<file path="src/logic/uart_buf_pkg.sv">
package uart_buf_pkg;
    // Register byte offsets
    localparam logic [4:0] OFF_DATA   = 5'h00;
    localparam logic [4:0] OFF_STAT_A = 5'h04;
    localparam logic [4:0] OFF_STAT_B = 5'h08;
    localparam logic [4:0] OFF_FRAME  = 5'h0c;
    localparam logic [4:0] OFF_BAUD   = 5'h10;
    // ctrl_status_first bits
    localparam int A_RXC  = 7;
    localparam int A_TXC  = 6;
    localparam int A_TXE  = 5;
    localparam int A_FE   = 4;
    localparam int A_DOR  = 3;
    localparam int A_PE   = 2;
    // ctrl_status_second bits
    localparam int B_RXCIE = 7;
    localparam int B_TXCIE = 6;
    localparam int B_TXEIE = 5;
    localparam int B_RXEN  = 4;
    localparam int B_TXEN  = 3;
    localparam int B_SIZE2 = 2;
    localparam int B_RX9   = 1;
    localparam int B_TX9   = 0;
    // Frame register bits
    localparam int F_PODD  = 0;
    localparam int F_PEN   = 1;
    localparam int F_STOP2 = 2;
    localparam int F_SIZE  = 3;
    localparam int F_SYNC  = 5;
    // Reset values and codes
    localparam logic [2:0]  SIZE_NINE   = 3'h7;
    localparam logic [1:0]  SIZE_LO_RST = 2'h3;
    localparam logic [11:0] BAUD_RST    = 12'h00f;
    localparam int          BAUD_W      = 12;
    localparam int          ENT_W       = 12;
    typedef enum logic [2:0] {
        TX_IDLE, TX_START, TX_DATA, TX_PAR, TX_STOP
    } tx_st_e;
    typedef enum logic [2:0] {
        RX_IDLE, RX_START, RX_DATA, RX_PAR, RX_STOP
    } rx_st_e;
endpackage : uart_buf_pkg

</file>
<file path="src/logic/uart_buffer_flags_and_irqs.sv">
// The register addresses and the AHB-Lite interface to the registers were decided locally.
`timescale 1ns/1ns
module uart_buffer_flags_and_irqs #(
    parameter int RX_DEPTH = 2
) (
    // Clock and reset
    input  wire logic        ref_clk,
    input  wire logic        rst,
    // AHB-Lite slave
    input  wire logic        hsel,
    input  wire logic [31:0] haddr,
    input  wire logic [1:0]  htrans,
    input  wire logic        hwrite,
    input  wire logic [2:0]  hsize,
    input  wire logic [31:0] hwdata,
    input  wire logic        hready,
    output logic      [31:0] hrdata,
    output logic             hreadyout,
    output logic             hresp,
    // Serial pins
    input  wire logic        serial_in_pin,
    input  wire logic        transfer_clock_pin,
    output logic             serial_out_pin,
    output logic             serial_out_oe,
    output logic             serial_in_takeover,
    // Interrupt requests
    input  wire logic        tx_complete_irq_ack,
    output logic             tx_empty_irq,
    output logic             tx_complete_irq,
    output logic             rx_complete_irq
);
    localparam int PW = (RX_DEPTH > 1) ? $clog2(RX_DEPTH) : 1;
    localparam logic [PW:0] DEPTH_C = (PW+1)'(RX_DEPTH);

    if (RX_DEPTH < 2 || (RX_DEPTH & (RX_DEPTH - 1)) != 0) begin : g_depth_bad
        $error("RX_DEPTH must be a power of two, at least 2");
    end

    // Control registers
    logic rxcie_r, txcie_r, txeie_r, rx_en_r, tx_en_r, size2_r, tx9_r;
    logic par_en_r, par_odd_r, stop2_r, sync_r;
    logic [1:0]  size_lo_r;
    logic [11:0] baud_r;
    // Bus data phase
    logic        dp_valid_r, dp_write_r, rd_done_r;
    logic [4:0]  dp_addr_r;
    logic [31:0] hrdata_r;
    // Flags and buffers
    logic        txb_valid_r, tx_complete_flag, tx_act_r;
    logic [8:0]  txb_data_r;
    logic        hold_valid_r, dor_pend_r;
    logic [uart_buf_pkg::ENT_W-1:0] hold_r;
    logic [uart_buf_pkg::ENT_W-1:0] fifo_r [RX_DEPTH];
    logic [PW-1:0] rd_ptr_r, wr_ptr_r;
    logic [PW:0]   cnt_r;
    // Synchronisers
    logic rxd_s1, rxd_s2, xck_s1, xck_s2, xck_s3;

    logic wr_en, rd_now, pop, push, nine, tx_done, start_det;
    logic tx_empty_flag, rx_complete_flag;
    logic [3:0] last_idx;
    logic [7:0] data_mask;
    logic [8:0] mask9;
    logic [uart_buf_pkg::ENT_W-1:0] head;

    assign nine      = {size2_r, size_lo_r} == uart_buf_pkg::SIZE_NINE;
    assign last_idx  = nine ? 4'h8 : {2'h0, size_lo_r} + 4'h4;
    assign data_mask = nine ? 8'hff : 8'hff >> (2'h3 - size_lo_r);
    assign mask9     = {nine, data_mask};
    // Empty buffer shows zero status, never a stale or unwritten entry
    assign head      = (cnt_r != '0) ? fifo_r[rd_ptr_r] : '0;

    // Bus: writes take effect in their data phase, reads add one wait
    assign wr_en     = dp_valid_r && dp_write_r;
    assign rd_now    = dp_valid_r && !dp_write_r && !rd_done_r;
    assign hreadyout = !rd_now;
    assign hresp     = 1'b0;
    assign hrdata    = hrdata_r;

    always_ff @(posedge ref_clk or posedge rst) begin
        if (rst) begin
            dp_valid_r <= 1'b0;
            dp_write_r <= 1'b0;
            dp_addr_r  <= 5'h00;
            rd_done_r  <= 1'b0;
        end else if (hready) begin
            dp_valid_r <= hsel && htrans[1];
            dp_write_r <= hwrite;
            dp_addr_r  <= {haddr[4:2], 2'h0};
            rd_done_r  <= 1'b0;
        end else if (rd_now) begin
            rd_done_r  <= 1'b1;
        end
    end

    always_ff @(posedge ref_clk or posedge rst) begin
        if (rst) begin
            hrdata_r <= 32'h0000_0000;
        end else if (rd_now) begin
            hrdata_r <= 32'h0000_0000;
            case (dp_addr_r)
                uart_buf_pkg::OFF_DATA:
                    hrdata_r[7:0] <= (cnt_r != '0) ?
                        head[10:3] & data_mask : 8'h00;
                uart_buf_pkg::OFF_STAT_A: begin
                    hrdata_r[uart_buf_pkg::A_RXC] <= rx_complete_flag;
                    hrdata_r[uart_buf_pkg::A_TXC] <= tx_complete_flag;
                    hrdata_r[uart_buf_pkg::A_TXE] <= tx_empty_flag;
                    hrdata_r[uart_buf_pkg::A_FE]  <= head[2];
                    hrdata_r[uart_buf_pkg::A_DOR] <= head[1];
                    hrdata_r[uart_buf_pkg::A_PE]  <= head[0];
                end
                uart_buf_pkg::OFF_STAT_B:
                    hrdata_r[7:0] <= {rxcie_r, txcie_r, txeie_r, rx_en_r,
                                      tx_en_r, size2_r, head[11], tx9_r};
                uart_buf_pkg::OFF_FRAME:
                    hrdata_r[5:0] <= {sync_r, size_lo_r, stop2_r,
                                      par_en_r, par_odd_r};
                uart_buf_pkg::OFF_BAUD:
                    hrdata_r[11:0] <= baud_r;
                default: hrdata_r <= 32'h0000_0000;
            endcase
        end
    end

    always_ff @(posedge ref_clk or posedge rst) begin
        if (rst) begin
            {rxcie_r, txcie_r, txeie_r, rx_en_r, tx_en_r} <= 5'h00;
            {size2_r, tx9_r, par_en_r, par_odd_r, stop2_r} <= 5'h00;
            sync_r    <= 1'b0;
            size_lo_r <= uart_buf_pkg::SIZE_LO_RST;
            baud_r    <= uart_buf_pkg::BAUD_RST;
        end else if (wr_en) begin
            case (dp_addr_r)
                uart_buf_pkg::OFF_STAT_B: begin
                    rxcie_r <= hwdata[uart_buf_pkg::B_RXCIE];
                    txcie_r <= hwdata[uart_buf_pkg::B_TXCIE];
                    txeie_r <= hwdata[uart_buf_pkg::B_TXEIE];
                    rx_en_r <= hwdata[uart_buf_pkg::B_RXEN];
                    tx_en_r <= hwdata[uart_buf_pkg::B_TXEN];
                    size2_r <= hwdata[uart_buf_pkg::B_SIZE2];
                    tx9_r   <= hwdata[uart_buf_pkg::B_TX9];
                end
                uart_buf_pkg::OFF_FRAME: begin
                    par_odd_r <= hwdata[uart_buf_pkg::F_PODD];
                    par_en_r  <= hwdata[uart_buf_pkg::F_PEN];
                    stop2_r   <= hwdata[uart_buf_pkg::F_STOP2];
                    size_lo_r <= hwdata[uart_buf_pkg::F_SIZE +: 2];
                    sync_r    <= hwdata[uart_buf_pkg::F_SYNC];
                end
                uart_buf_pkg::OFF_BAUD: baud_r <= hwdata[11:0];
                default: ;
            endcase
        end
    end

    // Pin synchronisers
    always_ff @(posedge ref_clk or posedge rst) begin
        if (rst) begin
            {rxd_s1, rxd_s2} <= 2'h3;
            {xck_s1, xck_s2, xck_s3} <= 3'h0;
        end else begin
            rxd_s1 <= serial_in_pin;
            rxd_s2 <= rxd_s1;
            xck_s1 <= transfer_clock_pin;
            xck_s2 <= xck_s1;
            xck_s3 <= xck_s2;
        end
    end

    // Transmit buffer and flags
    logic tx_load, tx_wr;
    uart_buf_pkg::tx_st_e tx_st_r;
    assign tx_wr   = wr_en && dp_addr_r == uart_buf_pkg::OFF_DATA;
    assign tx_load = tx_act_r && txb_valid_r &&
                     tx_st_r == uart_buf_pkg::TX_IDLE;
    assign tx_empty_flag = !txb_valid_r;

    always_ff @(posedge ref_clk or posedge rst) begin
        if (rst) begin
            txb_valid_r <= 1'b0;
            txb_data_r  <= 9'h000;
        end else if (tx_wr) begin
            txb_valid_r <= 1'b1;
            txb_data_r  <= {tx9_r, hwdata[7:0]};
        end else if (tx_load) begin
            txb_valid_r <= 1'b0;
        end
    end

    always_ff @(posedge ref_clk or posedge rst) begin
        if (rst) begin
            tx_complete_flag <= 1'b0;
        end else if (tx_done && !txb_valid_r) begin
            tx_complete_flag <= 1'b1;
        end else if (tx_complete_irq_ack ||
                     (wr_en && dp_addr_r == uart_buf_pkg::OFF_STAT_A &&
                      hwdata[uart_buf_pkg::A_TXC])) begin
            tx_complete_flag <= 1'b0;
        end
    end

    // Deferred disable: hold the pin until shifter and buffer drain
    always_ff @(posedge ref_clk or posedge rst) begin
        if (rst) begin
            tx_act_r <= 1'b0;
        end else if (tx_en_r) begin
            tx_act_r <= 1'b1;
        end else if (!txb_valid_r && !tx_wr &&
                     tx_st_r == uart_buf_pkg::TX_IDLE) begin
            tx_act_r <= 1'b0;
        end
    end
    assign serial_out_oe = tx_act_r;

    // Transmit shifter
    logic [11:0] tx_cnt_r;
    logic [8:0]  tx_sh_r;
    logic [3:0]  tx_bit_r;
    logic        tx_par_r, tx_line_r, tx_stop_r, tx_tick;
    assign tx_tick = sync_r ? (!xck_s2 && xck_s3) : tx_cnt_r == baud_r;
    assign tx_done = tx_tick && tx_st_r == uart_buf_pkg::TX_STOP &&
                     !(stop2_r && !tx_stop_r);
    assign serial_out_pin = tx_line_r;

    always_ff @(posedge ref_clk or posedge rst) begin
        if (rst) begin
            tx_st_r   <= uart_buf_pkg::TX_IDLE;
            tx_cnt_r  <= 12'h000;
            tx_sh_r   <= 9'h000;
            tx_bit_r  <= 4'h0;
            tx_par_r  <= 1'b0;
            tx_line_r <= 1'b1;
            tx_stop_r <= 1'b0;
        end else begin
            tx_cnt_r <= (tx_tick || tx_load) ? 12'h000 : tx_cnt_r + 12'h001;
            case (tx_st_r)
                uart_buf_pkg::TX_IDLE: if (tx_load) begin
                    tx_st_r   <= uart_buf_pkg::TX_START;
                    tx_sh_r   <= txb_data_r & mask9;
                    tx_par_r  <= ^(txb_data_r & mask9) ^ par_odd_r;
                    tx_bit_r  <= 4'h0;
                    tx_line_r <= 1'b0;
                end
                uart_buf_pkg::TX_START: if (tx_tick) begin
                    tx_st_r   <= uart_buf_pkg::TX_DATA;
                    tx_line_r <= tx_sh_r[0];
                end
                uart_buf_pkg::TX_DATA: if (tx_tick) begin
                    if (tx_bit_r == last_idx) begin
                        tx_st_r   <= par_en_r ? uart_buf_pkg::TX_PAR
                                              : uart_buf_pkg::TX_STOP;
                        tx_line_r <= par_en_r ? tx_par_r : 1'b1;
                        tx_stop_r <= 1'b0;
                    end else begin
                        tx_sh_r   <= tx_sh_r >> 1;
                        tx_line_r <= tx_sh_r[1];
                        tx_bit_r  <= tx_bit_r + 4'h1;
                    end
                end
                uart_buf_pkg::TX_PAR: if (tx_tick) begin
                    tx_st_r   <= uart_buf_pkg::TX_STOP;
                    tx_line_r <= 1'b1;
                end
                uart_buf_pkg::TX_STOP: if (tx_tick) begin
                    tx_stop_r <= 1'b1;
                    if (tx_done) tx_st_r <= uart_buf_pkg::TX_IDLE;
                end
                default: tx_st_r <= uart_buf_pkg::TX_IDLE;
            endcase
        end
    end

    // Receiver: pin taken only while enabled
    uart_buf_pkg::rx_st_e rx_st_r;
    logic [11:0] rx_cnt_r;
    logic [8:0]  rx_sh_r;
    logic [3:0]  rx_bit_r;
    logic        rx_par_r, rx_samp, rx_in, rx_end;
    assign serial_in_takeover = rx_en_r;
    assign rx_in   = rxd_s2;
    assign rx_samp = sync_r ? (xck_s2 && !xck_s3)
                            : rx_cnt_r == baud_r;
    assign start_det = rx_en_r && !rx_in && (sync_r ?
        (rx_st_r == uart_buf_pkg::RX_IDLE && xck_s2 && !xck_s3) :
        (rx_st_r == uart_buf_pkg::RX_START && rx_cnt_r == baud_r >> 1));
    assign rx_end = rx_samp && rx_st_r == uart_buf_pkg::RX_STOP;

    always_ff @(posedge ref_clk or posedge rst) begin
        if (rst) begin
            rx_st_r  <= uart_buf_pkg::RX_IDLE;
            rx_cnt_r <= 12'h000;
            rx_sh_r  <= 9'h000;
            rx_bit_r <= 4'h0;
            rx_par_r <= 1'b0;
        end else if (!rx_en_r) begin
            rx_st_r  <= uart_buf_pkg::RX_IDLE;
            rx_cnt_r <= 12'h000;
        end else begin
            rx_cnt_r <= (rx_samp || start_det) ? 12'h000 : rx_cnt_r + 12'h001;
            case (rx_st_r)
                uart_buf_pkg::RX_IDLE: begin
                    rx_sh_r  <= 9'h000;
                    rx_bit_r <= 4'h0;
                    if (start_det) rx_st_r <= uart_buf_pkg::RX_DATA;
                    else if (!sync_r && !rx_in) begin
                        rx_st_r  <= uart_buf_pkg::RX_START;
                        rx_cnt_r <= 12'h000;
                    end
                end
                uart_buf_pkg::RX_START:
                    if (rx_cnt_r == baud_r >> 1)
                        rx_st_r <= start_det ? uart_buf_pkg::RX_DATA
                                             : uart_buf_pkg::RX_IDLE;
                uart_buf_pkg::RX_DATA: if (rx_samp) begin
                    rx_sh_r[rx_bit_r] <= rx_in;
                    rx_bit_r <= rx_bit_r + 4'h1;
                    if (rx_bit_r == last_idx)
                        rx_st_r <= par_en_r ? uart_buf_pkg::RX_PAR
                                            : uart_buf_pkg::RX_STOP;
                end
                uart_buf_pkg::RX_PAR: if (rx_samp) begin
                    rx_par_r <= rx_in;
                    rx_st_r  <= uart_buf_pkg::RX_STOP;
                end
                // Back to idle on the first stop; a second is never waited
                uart_buf_pkg::RX_STOP:
                    if (rx_samp) rx_st_r <= uart_buf_pkg::RX_IDLE;
                default: rx_st_r <= uart_buf_pkg::RX_IDLE;
            endcase
        end
    end

    // Waiting frame in the shift stage, then the RX_DEPTH-entry buffer
    always_ff @(posedge ref_clk or posedge rst) begin
        if (rst) begin
            hold_valid_r <= 1'b0;
            hold_r       <= '0;
            dor_pend_r   <= 1'b0;
        end else if (!rx_en_r) begin
            hold_valid_r <= 1'b0;
            dor_pend_r   <= 1'b0;
        end else begin
            if (start_det && cnt_r == DEPTH_C && hold_valid_r)
                dor_pend_r <= 1'b1;
            if (rx_end) begin
                hold_valid_r <= 1'b1;
                dor_pend_r   <= 1'b0;
                hold_r <= {nine & rx_sh_r[8], rx_sh_r[7:0] & data_mask,
                           !rx_in, dor_pend_r, par_en_r &
                           (^(rx_sh_r & mask9) ^ par_odd_r ^ rx_par_r)};
            end else if (push) begin
                hold_valid_r <= 1'b0;
            end
        end
    end

    assign pop  = rd_now && dp_addr_r == uart_buf_pkg::OFF_DATA && cnt_r != '0;
    assign push = hold_valid_r && !rx_end && (cnt_r != DEPTH_C || pop);
    assign rx_complete_flag = cnt_r != '0;

    always_ff @(posedge ref_clk or posedge rst) begin
        if (rst) begin
            rd_ptr_r <= '0;
            wr_ptr_r <= '0;
            cnt_r    <= '0;
        end else if (!rx_en_r) begin
            rd_ptr_r <= '0;
            wr_ptr_r <= '0;
            cnt_r    <= '0;
        end else begin
            if (pop) rd_ptr_r <= rd_ptr_r + PW'(1);
            if (push) wr_ptr_r <= wr_ptr_r + PW'(1);
            cnt_r <= cnt_r + (PW+1)'(push) - (PW+1)'(pop);
        end
    end

    // Entries hold no control state, so no reset is needed
    always_ff @(posedge ref_clk) begin
        if (push) fifo_r[wr_ptr_r] <= hold_r;
    end

    // Level requests; global gating lives in the interrupt controller
    assign tx_empty_irq    = tx_empty_flag && txeie_r;
    assign tx_complete_irq = tx_complete_flag && txcie_r;
    assign rx_complete_irq = rx_complete_flag && rxcie_r;

    txe_clear_a: assert property (@(posedge ref_clk) disable iff (rst)
        tx_wr |=> !tx_empty_flag)
        else $error("data write left transmit-empty set");
    txe_irq_a: assert property (@(posedge ref_clk) disable iff (rst)
        txeie_r && tx_empty_flag && $past(tx_empty_flag) |-> tx_empty_irq)
        else $error("transmit-empty request dropped");
    txc_set_a: assert property (@(posedge ref_clk) disable iff (rst)
        tx_done && !txb_valid_r |=> tx_complete_flag ##0
        (tx_complete_irq == txcie_r))
        else $error("transmit-complete not set at frame end");
    txc_ack_a: assert property (@(posedge ref_clk) disable iff (rst)
        tx_complete_irq_ack && !tx_done |=> !tx_complete_flag)
        else $error("transmit-complete not cleared by service");
    tx_par_a: assert property (@(posedge ref_clk) disable iff (rst)
        tx_st_r == uart_buf_pkg::TX_DATA && tx_tick &&
        tx_bit_r == last_idx && par_en_r |=>
        tx_st_r == uart_buf_pkg::TX_PAR && serial_out_pin == tx_par_r)
        else $error("parity bit not inserted");
    tx_off_a: assert property (@(posedge ref_clk) disable iff (rst)
        $fell(serial_out_oe) |-> !txb_valid_r &&
        tx_st_r == uart_buf_pkg::TX_IDLE && !tx_en_r)
        else $error("transmitter released with data pending");
    rx_flush_a: assert property (@(posedge ref_clk) disable iff (rst)
        !rx_en_r |-> !serial_in_takeover ##1 !rx_complete_flag)
        else $error("receive buffer not flushed");
    rx_pop_a: assert property (@(posedge ref_clk) disable iff (rst)
        pop && cnt_r == 1 && !push |=> !rx_complete_flag ##0 !rx_complete_irq)
        else $error("read did not advance the buffer");
    rx_ovr_a: assert property (@(posedge ref_clk) disable iff (rst)
        start_det && cnt_r == DEPTH_C && hold_valid_r |=> dor_pend_r)
        else $error("overrun not flagged");
    bus_wait_a: assert property (@(posedge ref_clk) disable iff (rst)
        rd_now |-> !hreadyout ##1 hreadyout)
        else $error("read wait not exactly one cycle");

    tx_frame_c: cover property (@(posedge ref_clk) disable iff (rst)
        tx_done ##1 tx_complete_flag);
    rx_full_c: cover property (@(posedge ref_clk) disable iff (rst)
        cnt_r == DEPTH_C && hold_valid_r);
    tx_defer_c: cover property (@(posedge ref_clk) disable iff (rst)
        !tx_en_r && tx_act_r && tx_st_r != uart_buf_pkg::TX_IDLE);
endmodule : uart_buffer_flags_and_irqs

</file>
<file path="config.mk">
export PLATFORM = sky130hd
export DESIGN_NAME = uart_buffer_flags_and_irqs
export DESIGN_NICKNAME = d
export VERILOG_FILES = /design/src/logic/uart_buf_pkg.sv /design/src/logic/uart_buffer_flags_and_irqs.sv
export SDC_FILE = /design/constraint.sdc
export NUM_CORES = 1
export LEC_CHECK = 0
export ABC_AREA = 1
export BUFFER_PORTS_ARGS = -buffer_cell sky130_fd_sc_hd__buf_4
export CORE_MARGIN = 2
export CORE_UTILIZATION = 40
export CTS_CLUSTER_SIZE = 28
export DETAILED_ROUTE_END_ITERATION = 6
export REMOVE_ABC_BUFFERS = 1
export SLEW_MARGIN = 20
export SYNTH_ARGS = -nofsm -noshare
export SYNTH_HDL_FRONTEND = slang
export SYNTH_SLANG_ARGS = --single-unit
</file>
<file path="constraint.sdc">
create_clock -name ref_clk -period 10.2 [get_ports ref_clk]
set_clock_uncertainty 0.1 [all_clocks]
set_input_delay 1.53 -clock ref_clk [delete_from_list [all_inputs] [get_ports ref_clk]]
set_output_delay 1.53 -clock ref_clk [all_outputs]
set_load 0.03 [all_outputs]
</file>
# Word level (Yosys, flattened, before mapping)
# Memories as Yosys holds them, arrays and structs flattened.
# Index checks and enable logic that the tools add are counted.
[word_totals] ram_bits=24 n_memories=1 register_bits=138
[memory_table] memory="fifo_r" words=2 width=12 read_ports=1 rd_clocked_by_memory_dff=0 write_ports=1 line="uart_buffer_flags_and_irqs.sv:53" text="logic [uart_buf_pkg::ENT_W-1:0] fifo_r [RX_DEPTH];"
[classes] muxes=81 reduce_logical=76 bitwise_logic=9 magnitude_cmp=2 eq_ne=39 addsub=10 n_shift=1
[op_table] cell="$mux 12" n=7
[op_table] cell="$mux 3" n=16
[op_table] cell="$mux 9" n=4
[op_table] cell="$pmux 9 s2" n=2
[op_table] cell="$logic_and 1x1->1" n=34
[op_table] cell="$mux 1" n=31
[op_table] cell="$pmux 3 s5" n=2
[op_table] cell="$add 12x1->12 const B" n=2
[op_table] cell="$eq 12x12->1" n=2
[op_table] cell="$mux 4" n=6
[op_table] cell="$ne 2x2->1 const B" n=10
[op_table] cell="$pmux 4 s5" n=1
[op_table] cell="$and 9x9->9" n=2
[op_table] cell="$eq 3x2->1 const B" n=6
[op_table] cell="$reduce_xor 9->1" n=2
[op_table] cell="$and 8x8->8" n=2
[op_table] cell="$mux 8" n=2
[op_table] cell="$pmux 2 s4" n=2
[op_table] cell="$pmux 4 s2" n=2
[op_table] cell="$reduce_bool 2->1" n=8
[op_table] cell="$eq 12x11->1" n=1
[op_table] cell="$eq 3x3->1 const B" n=4
[op_table] cell="$logic_not 1->1" n=12
[op_table] cell="$ne 3x3->1 const B" n=4
[op_table] cell="other kinds (33)" n=54

# Longest topological paths before layout
# Gate-level depths: netlist (run 1).
[depth] ltp_word=11 depth_mapped=15 mapped_depth_nobuf=15

# Worst setup path after synthesis (run 1)
# Ideal clock, no wire load.
[synth_path] path_type="flip-flop to output port" from="reg dp_write_r" to="out hreadyout" slack_ps=7236 path_stages_with_launch=4 required_ps=8570 path_buffers=1 arrival_time_ps=1334 cell_sequence="dfrtp_1 nor3_1 inv_1 clkbuf_1"
[synth_via] elab_chain_cells=4
[synth_rtl] element="start, declared" line="uart_buffer_flags_and_irqs.sv:45" text="logic dp_valid_r, dp_write_r, rd_done_r;"
[synth_rtl] element="start signal, assigned" line="uart_buffer_flags_and_irqs.sv:88" text="dp_write_r <= hwrite;"
[synth_rtl] element="$logic_not 1->1" line="uart_buffer_flags_and_irqs.sv:75" text="assign rd_now = dp_valid_r && !dp_write_r && !rd_done_r;"
[synth_rtl] element="$logic_and 1x1->1 (2 in a row)" line="uart_buffer_flags_and_irqs.sv:75"
[synth_rtl] element="$logic_not 1->1" line="uart_buffer_flags_and_irqs.sv:76" text="assign hreadyout = !rd_now;"
[synth_rtl] element="end, declared" line="uart_buffer_flags_and_irqs.sv:18" text="output logic hreadyout,"
# Every way passes these cells.

# Worst setup path after layout (run 1)
[layout_path] from="reg dp_valid_r" to="out hreadyout"
[layout_via] elab_chain_cells=3
[layout_rtl] element="start, declared" line="uart_buffer_flags_and_irqs.sv:45"
[layout_rtl] element="start signal, assigned" line="uart_buffer_flags_and_irqs.sv:87" text="dp_valid_r <= hsel && htrans[1];"
[layout_rtl] element="$logic_and 1x1->1 (2 in a row)" line="uart_buffer_flags_and_irqs.sv:75"
[layout_rtl] element="$logic_not 1->1" line="uart_buffer_flags_and_irqs.sv:76"
# Every way passes these cells.

==> summary.txt, run 1 <==
Drt
  – Wire per inst: 14.8 um
  – ANT nets after route: 0
  – DRT iter0 DRCs: 428
  – DR DRC count: 0
  – First drt pass iteration count: 5
  – Routed vias: 6577
  – Via density: 4.92
  – Drt total wl: 19700 um

Die
  – Die Wd: 148 um
  – FP Rows: 52
  – Core box area: 0.0202 mm2
  – Die Y: 148 um
  – Die area: 0.0218 mm2
  – IO Count: 117
  – Initial Util: 0.408

Power and ir drop
  – Static Leak: 4.48 nW
  – P per Cell Area: 244 mW/mm2
  – VDD IR max: 95.4 uV

Synthesis
  – Yosys warns: 0
  – Mapped cell area: 0.00827 mm2
  – Leading area contributor after synthesis: dfrtp_1
  – Synth top area share: 0.391
  – Prevailing post-synth register cell: dfrtp_1
  – Area contributors post-synth: dfrtp_1 (39%), nand2_1 (13%), edfxtp_1 (8.7%)
  – Sequential area share after synthesis: 0.506
  – Asr flop ratio synth: 0.852
  – Syn_area_per_cell: 8.15 um2
  – Synth Instances: 1014
  – Distinct cells, synth: 52
  – FF+latch count, synth: 162
  – Post-synth EDFFs: 24

Global route
  – Largest net degree at the start of global routing: 73
  – Antenna violations before repair: 0
  – GR Overflow Total: 0
  – First-pass GRT wire length: 33100 um
  – Vias in the first global route: 6452
  – GRT Total Usage: 0.193

Clocking
  – Number of CTS-inserted buffers: 17
  – CTS tree: done
  – CTS sink count: 162
  – Hold bufs inserted after CTS: 0
  – Clk_lat worst skew: 0.43 ns
  – Clock transition at the registers of the reported paths: 0.07 ns
  – Longest Clk Path Bufs: 2
  – Resize count post-CTS: 0
  – Setup bufs post-CTS: 0
  – H-tree Lvls: 4
  – CTS Root Buffer Type: clkbuf_16

Worst setup path
  – Worst Path Required: 8.57 ns
  – Crit path launch type: flop
  – CP delay by family, top: buffers and inverters
  – Worst path slowest cell: inv_1
  – Crit path kind: reg2out
  – Worst path bufs/invs: 4
  – CP cell instances: inv_1 -> nor3_1 -> buf_4 -> inv_1 -> buf_4
  – CP arrival: 1.78 ns
  – Largest stage delay, worst path: 0.41 ns
  – CP Capture Type: output port
  – Crit path max fanout: 17

Run
  – Max-cap violations: 0

Timing
  – Max-slew violations: 0
  – Final setup violating endpoints: 0
  – Rel. slew slack: 0.301
  – Fmax: 293 MHz
  – Worst-Margin Slew: 1.05 ns
  – Unrepaired setup endpoints after global routing: no
  – Post-layout minimum cycle time: 3.41 ns
  – Setup_tns: 0 ns
  – Final Hold Violating Endpoints: 0
  – Final period util: 0.334

Final layout
  – Antenna cell count: 0
  – Final Util: 0.464
  – P&R area growth vs syn: 13.7%
  – Share of cells above drive strength 1: 0.100
  – Nets: 1140

Hold path
  – Hold crit path type: reg2reg

Placed design
  – GP Congestion: 0.917
  – # port buffers: 42
  – HPWL Detailed: 14400 um

Outcome
  – Outcome: complete, no violations
## placed cells by master, fill, tap and decap left out, types with 3 or more instances in the layout
cell type    n
nor4_1       4
buf_4       44
inv_6        7
a21oi_1     22
nand4_1     11
nand3_1     45
xor2_1      22
nor3b_1      5
nor3_1      22
clkbuf_16   17
edfxtp_1    24
o21ai_1      3
xnor2_1     20
dfstp_2      9
o22ai_1      7
bufinv_16    4
dfrtp_1    129
ha_1         9
nand2_2      4
inv_2        3
nand2_1    292
nor2_1     102
inv_1      107
o31ai_1      4
o21ai_0     93
conb_1      21
## report_power, final
group	leakage [nW]	switching [W]	total (W)	internal [W]
sequential	1.99	0.000129	0.000911	0.000782
clock	0.314	0.000287	0.000706	0.000419
combinational	2.17	0.000438	0.000673	0.000235
total	4.48	0.000855	0.00229	0.00144
## worst paths after layout
| kind | cells past startpoint | endpoint | slack (ns) | start |
|---|---|---|---|---|
| worst max-delay path | 5 | hreadyout | 6.79 | dp_valid_r |
| worst min-delay path | 0 | xck_s2 | 0.26 | xck_s1 |
| worst max register to register | 10 | fifo_r[1][8] | 7.32 | baud_r[3] |
| worst min register to register | 0 | xck_s2 | 0.26 | xck_s1 |
| max in group asynchronous | 3 | hrdata[5] | 7.57 | rst |
| min in group asynchronous | 2 | xck_s1 | 1.09 | rst |
## logic make-up after synthesis
group	Yosys count	synth area share
buffers and inverters	156	0.0833
and+or+nand+nor	500	0.256
adders and majority gates	9	0.0136
xor gates and xnor gates	43	0.0465
other	1	0.000454
DFF	162	0.506
AOI/OAI and AO/OA	142	0.0929
muxes	1	0.00136
## cell usage after synthesis, types with 2 or more instances
cell,number
ha_1,9
o21ai_2,2
o22ai_1,7
nor2_2,2
nand4_1,11
clkbuf_2,3
clkbuf_1,10
o31ai_1,4
a21oi_1,22
o211ai_1,2
nand2_1,292
buf_2,7
inv_2,3
nor2_1,102
xnor2_1,20
nor4_1,4
o21a_1,2
o21ai_1,3
nor3b_1,5
dfstp_2,9
clkinv_1,2
xor2_1,22
buf_4,22
o21ai_0,93
a31oi_1,2
nor3_1,22
edfxtp_1,24
nand3b_1,2
nand3_1,45
dfrtp_1,129
inv_1,108
nand2_2,4
## metal layers
layer	GRT usage	up-vias	routed length, um
met5	0	-	0
met4	0.0688	0	443
met3	0.0367	29	675
met2	0.317	130	9250
met1	0.258	3118	9360
li1	-	3300	-
## cell type report
type	count	area [um2]
flip-flops and latches	162	4190
well taps	270	338
clock inverters	15	220
clock buffers	17	425
repair buffers	44	330
fillers	2002	10800
inverters	113	429
multi-input cells	716	3470
## state kept, by name (all words and copies together) (netlist names), 2 cells and up
register and count:
hrdata 12, rx_cnt_r 12, rx_st_r 3, tx_cnt_r 12, rx_sh_r 9, dp_addr_r 3
rx_bit_r 4, cnt_r 2, baud_r 12, tx_st_r 3, size_lo_r 2, hold_r 12
tx_bit_r 4, tx_sh_r 9, txb_data_r 9, fifo_r 24
## stage by stage
step | total power [W] | worst slack, ns | hold WS [ns] | cells | area [um2]
6_report | 0.00229 | 6.79 | 0.256 | 1337 | 9400
3_3_place_gp | 0.00158 | 6.96 | 0.237 | 1305 | 8750
3_5_place_dp | 0.00159 | 7.00 | 0.241 | 1305 | 8750
5_1_grt | 0.00244 | 6.68 | 0.266 | 1337 | 9400
4_1_cts | 0.00230 | 6.76 | 0.257 | 1337 | 9400
2_1_floorplan | 0.00138 | 4.89 | 0.231 | 991 | 8080
Note: power is estimated with default switching activity, not from simulation.
==> inputs of run 2 (changes only) <==
==> constraint.sdc (replaced) <==
create_clock -name ref_clk -period 2.8 [get_ports ref_clk]
set_clock_uncertainty 0.1 [all_clocks]
set_input_delay 0.42 -clock ref_clk [delete_from_list [all_inputs] [get_ports ref_clk]]
set_output_delay 0.42 -clock ref_clk [all_outputs]
set_load 0.03 [all_outputs]
==> summary.txt, run 2 (synthesized netlist as in run 1, its figures left out) <==
Final layout
  – Max reg flops: 24
  – P&R area growth vs syn: 15.0%
  – Antenna cell count: 0
  – Most frequent cells in the layout: nand2_1 (292), dfrtp_1 (129), inv_1 (107)
  – Largest Register: fifo_r
  – Share of cells above drive strength 1: 0.111
  – Nets: 1156
  – Most common cell after layout, fill and taps aside: nand2_1

Worst setup path
  – Worst path bufs/invs: 3
  – Crit path launch type: flop
  – CP delay by family, top: buffers and inverters
  – Critical path's most frequent cell: buf_4
  – Crit path kind: reg2out
  – Worst path slowest cell: dfrtp_1
  – Largest stage delay, worst path: 0.40 ns
  – Crit path max fanout: 17
  – CP arrival: 1.97 ns
  – CP Capture Type: output port
  – Worst Path Required: 2.28 ns
  – CP cell instances: nor3_1 -> buf_4 -> inv_1 -> buf_4

Power and ir drop
  – VDD IR max: 377 uV
  – P per Cell Area: 868 mW/mm2
  – Pwr Total: 0.00824 W
  – Static Leak: 4.54 nW

Timing
  – Unrepaired setup endpoints after global routing: no
  – Worst-Margin Slew: 0.703 ns
  – Final Hold Violating Endpoints: 0
  – Final setup violating endpoints: 0
  – Rel. slew slack: 0.530
  – Max-slew violations: 0
  – Final period util: 0.891
  – Setup_tns: 0 ns
  – Fmax: 401 MHz
  – Post-layout minimum cycle time: 2.49 ns
  – Setup WS post-layout: 0.306 ns

Run
  – Max-cap violations: 0

Clocking
  – Setup bufs post-CTS: 0
  – Resize count post-CTS: 0
  – Number of CTS-inserted buffers: 17
  – Clk_lat worst skew: 0.43 ns
  – H-tree Lvls: 4
  – CTS tree: done
  – Longest Clk Path Bufs: 2
  – Clock transition at the registers of the reported paths: 0.07 ns
  – CTS sink count: 162
  – CTS Root Buffer Type: clkbuf_16

Global route
  – Largest net degree at the start of global routing: 58
  – Vias in the first global route: 6223
  – GRT Total Usage: 0.189
  – GR Overflow Total: 0
  – First-pass GRT wire length: 32100 um
  – Antenna violations before repair: 0

Placed design
  – HPWL Detailed: 14800 um
  – # port buffers: 42
  – Dpl ws: 0.322 ns
  – GP Congestion: 0.883

Drt
  – Routed vias: 6595
  – Drt total wl: 19900 um
  – DR DRC count: 0
  – Via density: 4.87
  – DRT iter0 DRCs: 415
  – ANT nets after route: 0
  – Wire per inst: 14.7 um
  – First drt pass iteration count: 5

Die
  – Die area: 0.0218 mm2
  – Initial Util: 0.408
  – Core box area: 0.0202 mm2
  – Die Y: 148 um
  – FP Rows: 52
  – Die Wd: 148 um
  – IO Count: 117

Hold path
  – Hold crit path type: in2reg

Outcome
  – Outcome: complete, no violations
-- run 2: power by group --
part	switching [W]	internal, W	leakage (nW)
Combinational	0.00164	0.000907	2.25
Clock	0.00102	0.00139	0.294
Sequential	0.000436	0.00285	1.99
-- run 2: routing by layer --
| layer | vias to the layer above | GRT usage | share of wire |
|---|---|---|---|
| met5 | - | 0 | 0 |
| met4 | 0 | 0.0625 | 0.017 |
| met3 | 18 | 0.0472 | 0.053 |
| met2 | 140 | 0.305 | 0.48 |
| met1 | 3114 | 0.252 | 0.45 |
| li1 | 3323 | - | - |
-- run 2: worst paths after layout --
check                                 from  slack (ns)  cells after the start              to
worst max-delay path            dp_write_r        0.31                      4       hreadyout
worst min-delay path                hwrite        0.09                      3      dp_write_r
worst max register to register   baud_r[3]        0.32                     15        cnt_r[1]
worst min register to register      xck_s1        0.26                      0          xck_s2
max in group asynchronous              rst        1.33                      4  serial_out_pin
min in group asynchronous              rst        0.50                      3          xck_s1
-- run 2: timing repair --
action                     in CTS  in global routing
hold buffers                    3                  0
setup endpoints to repair       0                  0
hold endpoints to repair       54                  0
-- run 2: worst register-to-register path: stages, from the launching register on --
cell and delay, ns:
dfstp_2 0.57, inv_1 0.13, nand2_1 0.09, nand2_1 0.05, nor2_1 0.09, nand3_1 0.06
nor2_1 0.12, nand2_1 0.14, nand2_4 0.13, nand2_1 0.10, nand3_1 0.15, ha_1 0.25
inv_1 0.06, ha_1 0.15, xor2_1 0.14, nor2_1 0.05
-- run 2: per-stage QoR --
step / utilization / area, um2 / instances / hold WS (ns)
floorplan: - / 8080 / 991 / 0.231
global placement: 0.438 / 8860 / 1318 / 0.236
detailed placement: 0.438 / 8860 / 1318 / 0.240
CTS: 0.470 / 9500 / 1353 / 0.0792
global route: 0.470 / 9500 / 1353 / 0.103
finish: 0.470 / 9500 / 1353 / 0.0887
-- run 2: cell type report --
class / instances / area [um2]
clock buffer: 18 / 450
multi-input combinational: 716 / 3470
sequential: 162 / 4190
clock inverter: 14 / 163
fill: 1997 / 10700
tap: 270 / 338
inverter: 113 / 429
timing repair buffer: 60 / 470
==> inputs of run 3 (changes only) <==
--- a/config.mk
+++ b/config.mk
@@ -7,10 +7,15 @@
 export LEC_CHECK = 0
 export ABC_AREA = 1
 export BUFFER_PORTS_ARGS = -buffer_cell sky130_fd_sc_hd__buf_4
+export CELL_PAD_IN_SITES_DETAIL_PLACEMENT = 1
+export CELL_PAD_IN_SITES_GLOBAL_PLACEMENT = 2
 export CORE_MARGIN = 2
-export CORE_UTILIZATION = 40
+export CORE_UTILIZATION = 31
 export CTS_CLUSTER_SIZE = 28
 export DETAILED_ROUTE_END_ITERATION = 6
+export GPL_TIMING_DRIVEN = 0
+export PLACE_DENSITY_LB_ADDON = 0.1
+export RECOVER_POWER = 25
 export REMOVE_ABC_BUFFERS = 1
 export SLEW_MARGIN = 20
 export SYNTH_ARGS = -nofsm -noshare
==> summary.txt, run 3 (synthesized netlist as in run 1, its figures left out) <==
Clocking
  – Number of CTS-inserted buffers: 17
  – H-tree Lvls: 4
  – Clock transition at the registers of the reported paths: 0.06 ns
  – Longest Clk Path Bufs: 2
  – Clk_lat worst skew: 0.44 ns
  – CTS Root Buffer Type: clkbuf_16
  – CTS sink count: 162
  – CTS tree: done

Worst setup path
  – Crit path launch type: flop
  – CP Capture Type: flop
  – CP cell instances: nor3_2 -> nand2_1 -> nand3_1 -> nand3_2 -> nor2_2
  – Worst path slowest cell: nor3_2
  – Crit path max fanout: 12
  – Crit path kind: reg2reg
  – Largest stage delay, worst path: 0.63 ns
  – Worst Path Required: 2.75 ns
  – CP arrival: 2.72 ns

Hold path
  – Hold crit path type: in2reg

Final layout
  – Antenna cell count: 0
  – Finished Layout Cells: 1406
  – Largest Register: fifo_r
  – Final instance area: 0.00946 mm2
  – Most frequent cells in the layout: nand2_1 (290), dfrtp_1 (128), inv_1 (106)
  – Most common cell after layout, fill and taps aside: nand2_1
  – Filler cell count: 3165
  – P&R area growth vs syn: 14.5%
  – Max reg flops: 24
  – Share of cells above drive strength 1: 0.105
  – Nets: 1144

Die
  – Die area: 0.0280 mm2
  – Die Y: 167 um
  – FP Rows: 59
  – Die Wd: 167 um
  – Initial Util: 0.316
  – Core box area: 0.0261 mm2
  – IO Count: 117

Timing
  – Unrepaired setup endpoints after global routing: yes
  – Worst-Margin Slew: 1.54 ns
  – Final period util: 0.988
  – Post-layout minimum cycle time: 2.77 ns
  – Rel. slew slack: -0.0239
  – Setup_tns: 0 ns
  – Final Hold Violating Endpoints: 0
  – Max-slew violations: 66
  – Fmax: 361 MHz
  – Final setup violating endpoints: 0
  – Final hold slack: 0.108 ns

Drt
  – ANT nets after route: 0
  – Drt total wl: 24200 um
  – First drt pass iteration count: 6
  – DRT iter0 DRCs: 399
  – Via density: 4.77
  – Wire per inst: 17.2 um
  – DR DRC count: 7
  – Routed vias: 6706

Power and ir drop
  – VDD IR max: 391 uV
  – P per Cell Area: 854 mW/mm2
  – Static Leak: 4.44 nW

Outcome
  – Failing checks: DRC, capacitance limit, slew limit
  – Outcome: finished with violations

Run
  – Max-cap violations: 1

Global route
  – Largest net degree at the start of global routing: 74
  – GRT Total Usage: 0.184
  – GR Overflow Total: 0
  – Vias in the first global route: 6930
  – Antenna violations before repair: 0
  – First-pass GRT wire length: 39600 um

Placed design
  – # port buffers: 42
  – Area after DPL: 0.00885 mm2
  – HPWL Detailed: 17900 um
  – GP Congestion: 0.771
  – Placed insts: 1369
## run 3: cell types whose count changed in the layout (fill, tap and decap cells not counted), sizes merged
cell      change
clkbuf        +4
buf          -15
clkinv        +3
clkinvlp      +4
bufinv        -1
inv           -7
## run 3: worst max-delay path, delay by kind of cell (launching register included)
kind | cells | cell delay (ns)
flip-flops | 1 | 0.41
AND/OR/NAND/NOR | 5 | 1.87
## run 3: timing repair
item	in CTS	in global routing
resized for setup	3	5
pin swaps	0	1
hold buffers	3	0
buffers inserted	2	0
endpoints found under the setup margin	30	46
hold endpoints to repair	63	0
## run 3: where the power goes
group / internal (W) / leakage [nW] / switching (W)
Combinational: 0.000866 / 2.19 / 0.00164
Sequential: 0.00285 / 1.99 / 0.000492
Clock: 0.00122 / 0.256 / 0.00101
Total: 0.00494 / 4.44 / 0.00315
## run 3: cell type report
cell class	count	area, um2	share of cell area
clock buffer	19	433	0.0457
clock inverter	13	113	0.0119
inverter	113	435	0.0460
multi-input combinational	716	3490	0.369
sequential	162	4190	0.442
tap	335	419	0.0443
timing repair buffer	48	384	0.0406
## run 3: metrics by stage
| step | worst slack, ns | util | power (W) |
|---|---|---|---|
| after global placement | -3.71 | 0.337 | 0.00588 |
| after detailed placement | -0.346 | 0.339 | 0.00592 |
| after floorplan | -1.40 | - | 0.00503 |
| after global routing | -0.144 | 0.362 | 0.00869 |
| final | 0.0323 | 0.362 | 0.00808 |
| after CTS | -0.0490 | 0.362 | 0.00820 |
## run 3: layer usage
| metal | GRT usage | routed length [um] |
|---|---|---|
| met5 | 0 | 0 |
| met4 | 0.0416 | 216 |
| met3 | 0.0272 | 679 |
| met2 | 0.294 | 11100 |
| met1 | 0.264 | 12200 |
## run 3: final timing paths
check / from / endpoint / slack, ns / cells after the start
max: dp_write_r / fifo_r[0][9] / 0.03 / 5
min: hwrite / dp_write_r / 0.11 / 3
max reg2reg: dp_write_r / fifo_r[0][9] / 0.03 / 5
min reg2reg: xck_s1 / xck_s2 / 0.25 / 0
max in group asynchronous: rst / size_lo_r[0] / 0.71 / 4
min in group asynchronous: rst / xck_s1 / 0.83 / 3
